$ cat src/tcmp_defines.svh
/*
   Register offsets, field positions, reset values and divider counts of the
   timer output compare block.
   Assumes: included by bare name from the package and from the design file.
*/
`ifndef TCMP_DEFINES_SVH
`define TCMP_DEFINES_SVH

// register indexes on the plain register port
`define TCMP_ADDR_CTRL_A 4'h0
`define TCMP_ADDR_CTRL_B 4'h1
`define TCMP_ADDR_COUNTER 4'h2
`define TCMP_ADDR_CMP0 4'h3
`define TCMP_ADDR_CMP1 4'h4
`define TCMP_ADDR_WAVE_CTRL 4'h5
`define TCMP_ADDR_PORT_DATA 4'h6
`define TCMP_ADDR_STATUS 4'h7

// control_word_a fields
`define TCMP_A_RUN 0
`define TCMP_A_CLK_LO 1
`define TCMP_A_CLK_HI 2

// control_word_b fields
`define TCMP_B_CLEAR 2
`define TCMP_B_MODE 3
`define TCMP_B_LVL0_LO 4
`define TCMP_B_LVL0_HI 5
`define TCMP_B_LVL1_LO 6
`define TCMP_B_LVL1_HI 7

// waveform_out_control fields
`define TCMP_W_EN_HI 5
`define TCMP_W_INV0 6
`define TCMP_W_INV1 7

// status fields
`define TCMP_S_RUN 0
`define TCMP_S_PEND0 1
`define TCMP_S_PEND1 2
`define TCMP_S_WAVE0 3
`define TCMP_S_WAVE1 4

// reset values
`define TCMP_RST_BYTE 8'h00
`define TCMP_RST_WORD 16'h0000

// prescaler: divide by 8 and by 32
`define TCMP_DIV8_MASK 5'h07
`define TCMP_DIV32_MASK 5'h1f

`endif

$ cat src/tcmp_pkg.sv
/*
   Types shared by the timer output compare block.
   Assumes: tcmp_defines.svh is on the include path.
*/
`default_nettype none
`include "tcmp_defines.svh"

package tcmp_pkg;

   // one register port request, sampled on the rising edge of sys_clk
   typedef struct packed {
      logic wr;
      logic rd;
      logic [3:0] addr;
      logic [15:0] wdata;
   } tcmp_bus_req_t;

   // count source select in control_word_a
   typedef enum logic [1:0] {
      TCMP_CLK_F1 = 2'h0,
      TCMP_CLK_DIV8 = 2'h1,
      TCMP_CLK_DIV32 = 2'h2,
      TCMP_CLK_RING = 2'h3
   } tcmp_clk_sel_t;

   // level applied to a compare waveform at its compare event
   typedef enum logic [1:0] {
      TCMP_LVL_KEEP = 2'h0,
      TCMP_LVL_LOW = 2'h1,
      TCMP_LVL_HIGH = 2'h2,
      TCMP_LVL_TOGGLE = 2'h3
   } tcmp_level_t;

   // compare event flags produced in one count tick
   typedef struct packed {
      logic ovf;
      logic cmp1;
      logic cmp0;
   } tcmp_events_t;

endpackage : tcmp_pkg

`default_nettype wire

$ cat src/tcmp_timer.sv
/*
   Output compare timer: 16-bit up counter with four count sources, two
   buffered compare circuits, overflow and compare event pulses, and six
   compare waveform pins.
   Assumes: one 10 MHz sys_clk, async active-low rst_b, a register master on
   the plain port that never strobes read and write together, and a fast
   ring oscillator arriving from another clock domain.
*/
// The plain strobed port and the address map were left to the implementer.
// Behaviour
// - counter source: undivided, divide by 8, divide by 32, or fast ring oscillator
// - counter increments on each source tick while running; zero while stopped
// - writing run bit one starts counting
// - writing run bit zero halts counting and clears counter
// - a pin carries compare waveform only while its enable bit is one
// - clearing a pin's enable bit stops the compare waveform on that pin
// - counter equal to compare value 0 raises first compare event
// - counter equal to compare value 1 raises second compare event
// - counter overflow raises a separate overflow event
// - reading a compare value register returns the active compare value
// - reading main counter returns the live count
// - writes to the main counter are ignored
// - while stopped, compare value writes take effect at once
// - running free-run, pending compare writes transfer at overflow
// - running with clear bit, pending compare writes transfer on compare 1 match
// - with clear bit set counter returns to zero on compare 1 match
// - two-bit field sets waveform level at compare 0 event
// - two invert bits optionally invert the compare waveforms
// - pin shows waveform when port data bit is one, fixed level otherwise
// - compare function active when mode select bit is one
`default_nettype none
`include "tcmp_defines.svh"

module tcmp_timer
   import tcmp_pkg::*;
#(
   parameter int CNT_W = 16,
   parameter int N_PINS = 6
)
(
   input wire logic sys_clk,
   input wire logic rst_b,
   input wire tcmp_bus_req_t bus_req,
   output logic [15:0] rd_data,
   input wire logic ring_osc_in,
   output logic [N_PINS-1:0] cmp_pin,
   output logic [N_PINS-1:0] cmp_pin_sel,
   output tcmp_events_t irq_pulse
);

   localparam int HALF = N_PINS / 2;

   generate
      if (CNT_W != 16 || N_PINS != 6)
      begin : g_check
         $error("tcmp_timer supports only a 16-bit counter and six pins");
      end
   endgenerate

   logic [7:0] ctrl_a_q;
   logic [7:0] ctrl_b_q;
   logic [7:0] wave_ctrl_q;
   logic [N_PINS-1:0] port_data_q;
   logic [CNT_W-1:0] cnt_q;
   logic [CNT_W-1:0] cmp0_q;
   logic [CNT_W-1:0] cmp1_q;
   logic [CNT_W-1:0] hold0_q;
   logic [CNT_W-1:0] hold1_q;
   logic pend0_q;
   logic pend1_q;
   logic wave0_q;
   logic wave1_q;
   logic [4:0] presc_q;
   logic ring_meta_q;
   logic ring_sync_q;
   logic ring_prev_q;
   logic tick;
   logic run;
   logic mode;
   logic clear_mode;
   logic match0;
   logic match1;
   logic ovf;
   logic xfer;
   logic wr_cmp0;
   logic wr_cmp1;
   tcmp_clk_sel_t clk_sel;

   assign run = ctrl_a_q[`TCMP_A_RUN];
   assign clk_sel = tcmp_clk_sel_t'(ctrl_a_q[`TCMP_A_CLK_HI:`TCMP_A_CLK_LO]);
   assign clear_mode = ctrl_b_q[`TCMP_B_CLEAR];
   assign mode = ctrl_b_q[`TCMP_B_MODE];
   assign wr_cmp0 = bus_req.wr && bus_req.addr == `TCMP_ADDR_CMP0;
   assign wr_cmp1 = bus_req.wr && bus_req.addr == `TCMP_ADDR_CMP1;

   // ---------------- count sources ----------------
   // free-running prescaler so a started count sees an unbiased first tick phase
   always_ff @(posedge sys_clk or negedge rst_b)
   begin
      if (!rst_b)
         presc_q <= 5'h00;
      else
         presc_q <= presc_q + 5'h01;
   end

   // ring oscillator is asynchronous: two flops, then edge detect on the second
   always_ff @(posedge sys_clk or negedge rst_b)
   begin
      if (!rst_b)
      begin
         ring_meta_q <= 1'b0;
         ring_sync_q <= 1'b0;
         ring_prev_q <= 1'b0;
      end
      else
      begin
         ring_meta_q <= ring_osc_in;
         ring_sync_q <= ring_meta_q;
         ring_prev_q <= ring_sync_q;
      end
   end

   // ring ticks are lost above half of sys_clk; a limitation of sampling it
   always_comb
   begin
      unique case (clk_sel)
         TCMP_CLK_F1: tick = 1'b1;
         TCMP_CLK_DIV8: tick = (presc_q & `TCMP_DIV8_MASK) == `TCMP_DIV8_MASK;
         TCMP_CLK_DIV32: tick = presc_q == `TCMP_DIV32_MASK;
         TCMP_CLK_RING: tick = ring_sync_q && !ring_prev_q;
      endcase
   end

   // ---------------- compare and overflow detection ----------------
   assign match0 = run && tick && mode && cnt_q == cmp0_q;
   assign match1 = run && tick && mode && cnt_q == cmp1_q;
   assign ovf = run && tick && (&cnt_q) && !(clear_mode && match1);
   assign xfer = clear_mode ? match1 : ovf;

   // ---------------- control registers ----------------
   always_ff @(posedge sys_clk or negedge rst_b)
   begin
      if (!rst_b)
      begin
         ctrl_a_q <= `TCMP_RST_BYTE;
         ctrl_b_q <= `TCMP_RST_BYTE;
         wave_ctrl_q <= `TCMP_RST_BYTE;
         port_data_q <= '0;
      end
      else if (bus_req.wr)
      begin
         unique case (bus_req.addr)
            `TCMP_ADDR_CTRL_A: ctrl_a_q <= bus_req.wdata[7:0];
            `TCMP_ADDR_CTRL_B: ctrl_b_q <= bus_req.wdata[7:0];
            `TCMP_ADDR_WAVE_CTRL: wave_ctrl_q <= bus_req.wdata[7:0];
            `TCMP_ADDR_PORT_DATA: port_data_q <= bus_req.wdata[N_PINS-1:0];
            default: ;
         endcase
      end
   end

   // ---------------- counter ----------------
   // no bus path reaches cnt_q, so counter writes fall away
   always_ff @(posedge sys_clk or negedge rst_b)
   begin
      if (!rst_b)
         cnt_q <= `TCMP_RST_WORD;
      else if (!run)
         cnt_q <= `TCMP_RST_WORD;
      else if (clear_mode && match1)
         cnt_q <= `TCMP_RST_WORD;
      else if (tick)
         cnt_q <= cnt_q + 16'h0001;
   end

   // ---------------- compare buffering ----------------
   // a write landing in the transfer cycle stays pending for the next one
   always_ff @(posedge sys_clk or negedge rst_b)
   begin
      if (!rst_b)
      begin
         hold0_q <= `TCMP_RST_WORD;
         pend0_q <= 1'b0;
         cmp0_q <= `TCMP_RST_WORD;
      end
      else if (wr_cmp0 && !run)
      begin
         hold0_q <= bus_req.wdata;
         cmp0_q <= bus_req.wdata;
         pend0_q <= 1'b0;
      end
      else if (wr_cmp0)
      begin
         hold0_q <= bus_req.wdata;
         pend0_q <= 1'b1;
      end
      else if (xfer)
      begin
         cmp0_q <= hold0_q;
         pend0_q <= 1'b0;
      end
   end

   always_ff @(posedge sys_clk or negedge rst_b)
   begin
      if (!rst_b)
      begin
         hold1_q <= `TCMP_RST_WORD;
         pend1_q <= 1'b0;
         cmp1_q <= `TCMP_RST_WORD;
      end
      else if (wr_cmp1 && !run)
      begin
         hold1_q <= bus_req.wdata;
         cmp1_q <= bus_req.wdata;
         pend1_q <= 1'b0;
      end
      else if (wr_cmp1)
      begin
         hold1_q <= bus_req.wdata;
         pend1_q <= 1'b1;
      end
      else if (xfer)
      begin
         cmp1_q <= hold1_q;
         pend1_q <= 1'b0;
      end
   end

   // ---------------- event pulses ----------------
   always_ff @(posedge sys_clk or negedge rst_b)
   begin
      if (!rst_b)
         irq_pulse <= '0;
      else
      begin
         irq_pulse.cmp0 <= match0;
         irq_pulse.cmp1 <= match1;
         irq_pulse.ovf <= ovf;
      end
   end

   // ---------------- waveforms ----------------
   function automatic logic next_level(input logic cur, input tcmp_level_t sel);
      logic res;
      res = cur;
      unique case (sel)
         TCMP_LVL_KEEP: res = cur;
         TCMP_LVL_LOW: res = 1'b0;
         TCMP_LVL_HIGH: res = 1'b1;
         TCMP_LVL_TOGGLE: res = !cur;
      endcase
      return res;
   endfunction

   always_ff @(posedge sys_clk or negedge rst_b)
   begin
      if (!rst_b)
      begin
         wave0_q <= 1'b0;
         wave1_q <= 1'b0;
      end
      else
      begin
         if (match0)
            wave0_q <= next_level(wave0_q,
               tcmp_level_t'(ctrl_b_q[`TCMP_B_LVL0_HI:`TCMP_B_LVL0_LO]));
         if (match1)
            wave1_q <= next_level(wave1_q,
               tcmp_level_t'(ctrl_b_q[`TCMP_B_LVL1_HI:`TCMP_B_LVL1_LO]));
      end
   end

   // pins 0..2 follow compare 0, pins 3..5 follow compare 1
   genvar gi;
   generate
      for (gi = 0; gi < N_PINS; gi++)
      begin : g_pin
         logic wave;
         assign wave = (gi < HALF) ? wave0_q ^ wave_ctrl_q[`TCMP_W_INV0]
                                   : wave1_q ^ wave_ctrl_q[`TCMP_W_INV1];
         always_ff @(posedge sys_clk or negedge rst_b)
         begin
            if (!rst_b)
            begin
               cmp_pin[gi] <= 1'b0;
               cmp_pin_sel[gi] <= 1'b0;
            end
            else
            begin
               cmp_pin_sel[gi] <= wave_ctrl_q[gi] && mode;
               if (wave_ctrl_q[gi] && mode)
                  cmp_pin[gi] <= port_data_q[gi] ? wave : 1'b0;
               else
                  cmp_pin[gi] <= port_data_q[gi];
            end
         end
      end
   endgenerate

   // ---------------- register reads ----------------
   // reads are whole words only, so the counter cannot tear between bytes
   always_ff @(posedge sys_clk or negedge rst_b)
   begin
      if (!rst_b)
         rd_data <= `TCMP_RST_WORD;
      else if (!bus_req.rd)
         rd_data <= `TCMP_RST_WORD;
      else
      begin
         unique case (bus_req.addr)
            `TCMP_ADDR_CTRL_A: rd_data <= {8'h00, ctrl_a_q};
            `TCMP_ADDR_CTRL_B: rd_data <= {8'h00, ctrl_b_q};
            `TCMP_ADDR_COUNTER: rd_data <= cnt_q;
            `TCMP_ADDR_CMP0: rd_data <= cmp0_q;
            `TCMP_ADDR_CMP1: rd_data <= cmp1_q;
            `TCMP_ADDR_WAVE_CTRL: rd_data <= {8'h00, wave_ctrl_q};
            `TCMP_ADDR_PORT_DATA: rd_data <= {10'h000, port_data_q};
            `TCMP_ADDR_STATUS: rd_data <= {11'h000, wave1_q, wave0_q, pend1_q, pend0_q, run};
            default: rd_data <= `TCMP_RST_WORD;
         endcase
      end
   end
endmodule : tcmp_timer

`default_nettype wire

$ cat config.mk
export PLATFORM = sky130hd
export DESIGN_NAME = tcmp_timer
export DESIGN_NICKNAME = d
export VERILOG_FILES = /design/src/tcmp_pkg.sv /design/src/tcmp_timer.sv
export VERILOG_INCLUDE_DIRS = /design/src /design/src/src
export SDC_FILE = /design/constraint.sdc
export NUM_CORES = 1
export LEC_CHECK = 0
export BUFFER_PORTS_ARGS = -buffer_cell sky130_fd_sc_hd__buf_2
export CAP_MARGIN = 10
export CORE_UTILIZATION = 36
export DETAILED_ROUTE_END_ITERATION = 8
export SLEW_MARGIN = 20
export SYNTH_ARGS = -nofsm -noshare
export SYNTH_HDL_FRONTEND = slang
export SYNTH_SLANG_ARGS = --single-unit
$ cat constraint.sdc
create_clock -name sys_clk -period 4.1 [get_ports sys_clk]
set_input_delay 0.82 -clock sys_clk [delete_from_list [all_inputs] [get_ports sys_clk]]
set_output_delay 0.82 -clock sys_clk [all_outputs]
set_load 0.05 [all_outputs]
==> key figures, run 1 <==
Critical path
  • Register-to-register setup slack: around 1.2 ns
  • Startpoint Class: flop
  • Critical path peak fanout: 26
  • Buffers & Inverters on Critical Path: 0
  • CP top delay family: simple AND/OR/NAND/NOR gates
  • Crit Path Class: flop to flop
  • Worst path cell trace: nand2_1 -> or4_1 -> nor4_4 -> a41oi_4 -> o21ai_2 -> o21a_1
  • Largest stage delay, worst path: just over 1 ns
  • Worst r2r path cells: 6
  • Crit path required time: roughly 4.5 ns
  • CP arrival: 3.29 ns
  • R2r startpoint: ctrl_a_q[0]$_DFFE_PN0P_
  • Reg-to-reg endpoint: cmp1_q[0]$_DFFE_PN0P_
  • CP startpoint: ctrl_a_q[0]$_DFFE_PN0P_
  • Slowest cell on crit path: dfrtp_1
  • Element type at the critical path end: flop

Routing
  • Antenna-violating nets left: 0
  • Initial DRC count: between 300 and 400
  • DR vias/cell: ~5.6
  • Vias post-DR: about 5400
  • Final WL: ~19 mm
  • Drt wl/cell: 19.8 um
  • Drt pass-1 iters: 5
  • DRC errors left: 0

STA
  • Period utilization: ~71%
  • Crit path time final: roughly 2.9 ns
  • RSZ-0062 raised after global routing: no
  • TNS Setup: 0 ns
  • Final number of hold-violating endpoints: 0
  • Final setup violation count: 0
  • Slew @ Worst Pin: about 1.1 ns
  • Rel. slew slack: between 20% and 30%
  • Pins Over Slew Limit: 0
  • Clock Skew: roughly 0.016 ns
  • Worst setup margin: ~1.2 ns
  • Fmax: 0.342 GHz

Synthesis
  • Post-synth ARST share: 100%
  • Syn Nets: roughly 680
  • Mapped Cells: 650
  • Top-count cell post-synth: dfrtp_1
  • Synth cell count leaders: dfrtp_1, nand2_1, mux2_2
  • Top cells by area, synth: dfrtp_1, mux2_2, nand2_1
  • Synthesized flop and latch total: ~150
  • Yosys cell types: 55
  • Top cell type's share of synthesized area: 52.5%
  • Syn_area_per_cell: 11.2 um2
  • Main synth FF type: dfrtp_1
  • Synth warn: 0
  • Synth Cell Area: 0.00729 mm2
  • EDFF count, synth: 0
  • Sequential share of the synthesized area: a little over half
  • Yosys top cell by area: dfrtp_1

Floorplanning
  • Ports: 56
  • Die area: about 0.021 mm2
  • Starting Density: 37.1%
  • Rows: 51
  • Chip Height: around 140 um
  • Die X: 144 um
  • Core Area: 0.0197 mm2

CTS
  • Buffer depth of the longest clock path: 2
  • Post-CTS Setup Bufs: 0
  • CTS tree: built
  • Clock Tree Root: clkbuf_16
  • TritonCTS sink count: between 150 and 200
  • PostCTS Resize Cnt: 0
  • Inserted Clock Buffers: 17
  • Worst-path clk slew: 0.06 ns
  • Hold buffers post-CTS: 0
  • Worst-Skew Late Latency: 0.43 ns
  • H-tree Lvls: 4

Final layout
  • Ant diodes: 0
  • Synth-to-layout area growth: 14.4%
  • Post-layout net count: roughly 720
  • Layout cell share with drive strength beyond 1: 24.3%

Placement
  • Pre-CTS setup slack: between 0.9 and 1 ns
  • DP HPWL: ~13 mm
  • GP Congestion: 0.958
  • Port bufs: 55

Global route
  • Initial antenna violation count: 0
  • Pin count of the biggest net entering global routing: 95
  • GRT Resource Usage Total: 19.6%
  • Vias in the first global route: about 5600
  • Total gr overflow: 0
  • First-pass GRT wire length: approximately 31 mm

Power
  • Peak VDD IR: around 0.00028 V
  • Static Leak: 3.62 nW
  • PD cells: between 500 and 600 mW/mm2

Run
  • Max-cap violations: 0

Outcome
  • Status: completed

Min path
  • Worst Min Path Start: ring_meta_q$_DFF_PN0_
  • Hold EP: ring_sync_q$_DFF_PN0_
  • Hold WC Path Type: flop to flop
  • Hold path cells: 0
where the power goes:
group | switching, mW | total [mW] | leakage, nW | internal [mW]
registers | 0.295 | 2.07 | 1.93 | 1.78
clock network | 0.622 | 1.53 | 0.262 | 0.910
logic | 0.442 | 0.784 | 1.42 | 0.342
kinds of logic (layout without fill, tap and decap cells):
group / count (synthesis) / in the layout / share of synthesized area, %
AOI/OAI and AO/OA: 126 / 126 / 13.2
xor gates and xnor gates: 42 / 42 / 5.05
adders and majority gates: 4 / 4 / 0.687
buffers and inverters: 54 / 104 / 3.64
DFF: 153 / 153 / 52.5
muxes: 68 / 68 / 11.0
and+or+nand+nor: 203 / 203 / 13.9
final cells by class:
type / count / area (um2)
Multi-Input combinational cell: 443 / 3200
Sequential cell: 153 / 3830
Tap cell: 265 / 332
Clock inverter: 10 / 120
Timing Repair Buffer: 68 / 392
Fill cell: 1904 / 11300
Inverter: 5 / 18.8
Clock buffer: 21 / 450
registers in the layout (all words and copies together), names as in the netlist, 3 cells and up:
name	cells
ctrl_b_q	8
rd_data	16
irq_pulse	3
cmp_pin	6
ctrl_a_q	8
cnt_q	16
wave_ctrl_q	8
cmp_pin_sel	6
cmp1_q	16
presc_q	5
port_data_q	6
hold0_q	16
cmp0_q	16
hold1_q	16
through the flow:
stage	hold slack (ns)	area, um2	utilization, %	cells	power [mW]
4_1_cts	0.367	8340	42.4	965	4.41
2_1_floorplan	0.331	7290	-	650	2.56
3_3_place_gp	0.345	7770	39.5	934	2.84
3_5_place_dp	0.354	7770	39.5	934	2.87
6_report	0.361	8340	42.4	965	4.39
5_1_grt	0.380	8340	42.4	965	4.57
cell usage in the layout, fill, tap and decap left out, types with 3 or more instances in the layout:
| cell | instances |
|---|---|
| nand2_1 | 75 |
| nand4_1 | 9 |
| o21a_1 | 17 |
| dfrtp_1 | 153 |
| and2_1 | 11 |
| xor2_1 | 20 |
| nand3b_1 | 4 |
| mux2_2 | 58 |
| clkbuf_1 | 3 |
| nand3_1 | 20 |
| o311ai_0 | 4 |
| a21boi_0 | 6 |
| and3_1 | 6 |
| ha_1 | 4 |
| o32ai_1 | 16 |
| mux4_2 | 4 |
| clkbuf_16 | 17 |
| nor4_1 | 8 |
| o21ai_0 | 7 |
| buf_4 | 12 |
| a31oi_1 | 6 |
| clkinvlp_4 | 5 |
| a22oi_1 | 11 |
| a21oi_1 | 29 |
| buf_2 | 54 |
| nor3_1 | 4 |
| inv_1 | 5 |
| nor2b_1 | 3 |
| o32a_1 | 16 |
| mux2i_1 | 6 |
| xnor2_1 | 22 |
| nor2_1 | 46 |
worst max path at each step:
stage,endpoint,cells past startpoint
2_1_floorplan,cmp1_q[10]$_DFFE_PN0P_,9
3_3_place_gp,cmp1_q[14]$_DFFE_PN0P_,7
3_5_place_dp,cmp1_q[0]$_DFFE_PN0P_,7
4_1_cts,cmp1_q[0]$_DFFE_PN0P_,6
5_1_grt,cmp1_q[0]$_DFFE_PN0P_,6
6_report,cmp1_q[0]$_DFFE_PN0P_,6
metal layers:
metal / wire (um) / part of all wire (%) / GRT usage, % / vias up
met5: 0 / 0 / 0 / -
met4: 591 / 3.1 / 8.48 / 0
met3: 789 / 4.1 / 3.54 / 41
met2: 9120 / 48 / 31.8 / 175
met1: 8570 / 45 / 25.7 / 2716
li1: - / - / - / 2435
Note: power is estimated with default switching activity, not from simulation.
==> run 2: changes to the inputs <==
Clock period 4.1 ns to 2.6 ns, I/O delays scaled along.
==> key figures, run 2 (synthesized netlist as in run 1, its figures left out) <==
Final layout
  • Ant diodes: 0 (unchanged)
  • Commonest non-fill, non-tap cell in the layout: dfrtp_1 (unchanged)
  • Post-layout net count: 736 (was 717)
  • Commonest non-fill, non-tap cells in the layout: dfrtp_1, nand2_1, mux2_2 (unchanged)
  • Post-Route Utilization: 43.3% (was 42.4%)
  • Layout Cells excl Fill: 985 (was 965)
  • Synth-to-layout area growth: 16.7% (was 14.4%)
  • Filler cells: 1901 (was 1904)
  • Final instance area: 0.00851 mm2 (was 0.00834 mm2)
  • Layout cell share with drive strength beyond 1: 26.9% (was 24.3%)

STA
  • Rel. slew slack: 48.5% (was 29.7%)
  • Clock Skew: 0.00928 ns (was 0.0161 ns)
  • Fin Hold WS: 0.0445 ns (was 0.361 ns)
  • Slew @ Worst Pin: 0.772 ns (was 1.05 ns)
  • Pins Over Slew Limit: 0 (unchanged)
  • Final setup violation count: 0 (unchanged)
  • TNS Setup: 0 ns (unchanged)
  • Period utilization: 93.1% (was 71.4%)
  • Fmax: 0.413 GHz (was 0.342 GHz)
  • Worst setup margin: 0.178 ns (was 1.17 ns)
  • Final number of hold-violating endpoints: 0 (unchanged)
  • Crit path time final: 2.42 ns (was 2.93 ns)

Placement
  • Pre-CTS setup slack: 0.0445 ns (was 0.929 ns)
  • Port bufs: 55 (unchanged)
  • Placed Area: 0.00791 mm2 (was 0.00777 mm2)
  • GP Congestion: 0.985 (was 0.958)
  • DP HPWL: 13.8 mm (was 13.3 mm)
  • Placed Instances: 953 (was 934)

CTS
  • TritonCTS sink count: 153 (unchanged)
  • Buffer depth of the longest clock path: 2 (unchanged)
  • Clock Tree Root: clkbuf_16 (unchanged)
  • H-tree Lvls: 4 (unchanged)
  • Post-CTS Setup Bufs: 0 (unchanged)
  • Worst-path clk slew: 0.06 ns (about the same)
  • CTS tree: built (unchanged)
  • Inserted Clock Buffers: 17 (unchanged)
  • Worst-Skew Late Latency: 0.43 ns (about the same)

Power
  • Static Leak: 3.75 nW (was 3.62 nW)
  • Final Power: 7.06 mW (was 4.39 mW)
  • Peak VDD IR: 0.000442 V (was 0.000278 V)
  • PD cells: 829 mW/mm2 (was 527 mW/mm2)

Global route
  • Pin count of the biggest net entering global routing: 51 (was 95)
  • Total gr overflow: 0 (unchanged)
  • Vias in the first global route: 5619 (was 5575)
  • Initial antenna violation count: 0 (unchanged)
  • GRT Resource Usage Total: 20.1% (was 19.6%)
  • First-pass GRT wire length: 31.1 mm (was 30.5 mm)

Critical path
  • CP top delay family: compound AO/OA/AOI/OAI gates (was simple AND/OR/NAND/NOR gates)
  • Startpoint Class: flop (unchanged)
  • Slowest cell on crit path: dfrtp_1 (unchanged)
  • Worst path cell trace: ha_1 -> and3_1 -> ha_1 -> nand2b_1 -> a32o_2 -> buf_4 -> nor2_1 -> a32oi_2 -> buf_4 -> o32ai_1 -> a21oi_1 (was nand2_1 -> or4_1 -> nor4_4 -> a41oi_4 -> o21ai_2 -> o21a_1)
  • Buffers & Inverters on Critical Path: 2 (was 0)
  • Largest stage delay, worst path: 0.39 ns (was 1.03 ns)
  • Element type at the critical path end: flop (unchanged)
  • Critical path peak fanout: 10 (was 26)
  • Crit path required time: 2.95 ns (was 4.46 ns)
  • CP arrival: 2.77 ns (was 3.29 ns)
  • Crit Path Class: flop to flop (unchanged)

Routing
  • Antenna-violating nets left: 0 (unchanged)
  • Vias post-DR: 5486 (was 5367)
  • Drt pass-1 iters: 6 (was 5)
  • DR vias/cell: 5.57 (was 5.56)
  • Final WL: 19.3 mm (was 19.1 mm)
  • Drt wl/cell: 19.6 um (was 19.8 um)
  • Initial DRC count: 536 (was 370)
  • DRC errors left: 0 (unchanged)

Floorplanning
  • Die area: 0.0208 mm2 (unchanged)
  • Rows: 51 (unchanged)
  • Core Area: 0.0197 mm2 (unchanged)
  • Starting Density: 37.1% (unchanged)
  • Die X: 144 um (unchanged)
  • Ports: 56 (unchanged)
  • Chip Height: 144 um (unchanged)

Run
  • Max-cap violations: 0 (unchanged)

Outcome
  • Status: completed (unchanged)

Min path
  • Hold WC Path Type: input pin to async pin (was flop to flop)
[run 2: path summary, 6_finish.rpt]
path / cells past startpoint / slack [ns] / startpoint / to
worst max-delay path: 11 / 0.18 / presc_q[0]$_DFF_PN0_ / cmp0_q[4]$_DFFE_PN0P_
worst min-delay path: 1 / 0.04 / rst_b / ring_meta_q$_DFF_PN0_
worst max register to register: 11 / 0.18 / presc_q[0]$_DFF_PN0_ / cmp0_q[4]$_DFFE_PN0P_
worst min register to register: 0 / 0.35 / ring_meta_q$_DFF_PN0_ / ring_sync_q$_DFF_PN0_
max in group asynchronous: 2 / 1.74 / rst_b / ctrl_b_q[1]$_DFFE_PN0P_
min in group sys_clk: 1 / 0.20 / ring_osc_in / ring_meta_q$_DFF_PN0_
[run 2: routing by layer]
metal  up-vias  wire (um)  global-route usage (%)
met1      2769       8390                    26.6
met5         -          0                       0
met3        38       1110                    4.14
li1       2482          -                       -
met4         0        599                    9.97
met2       197       9240                    31.4
[run 2: report_power, final]
group / internal (mW) / leakage, nW / switching [mW]
Sequential: 2.81 / 1.93 / 0.391
Combinational: 0.578 / 1.52 / 0.774
Clock: 1.46 / 0.290 / 1.05
[run 2: worst register-to-register path: stages, from the launching register on]
cell and delay [ns]:
dfrtp_1 0.39, ha_1 0.22, and3_1 0.18, ha_1 0.17, nand2b_1 0.09, a32o_2 0.32
buf_4 0.20, nor2_1 0.08, a32oi_2 0.21, buf_4 0.22, o32ai_1 0.09, a21oi_1 0.17
[run 2: timing repair]
item                       CTS  global route
gates resized for setup      0             3
setup endpoints to repair    0            40
hold buffers                 0             0
[run 2: area by class of cell]
type / instances / area, um2 / area share [%]
clock buffer: 18 / 439 / 5.16
clock inverter: 14 / 158 / 1.85
inverter: 5 / 18.8 / 0.221
multi-input combinational: 443 / 3200 / 37.6
sequential: 153 / 3830 / 45.0
tap: 265 / 332 / 3.90
timing repair buffer: 87 / 534 / 6.28
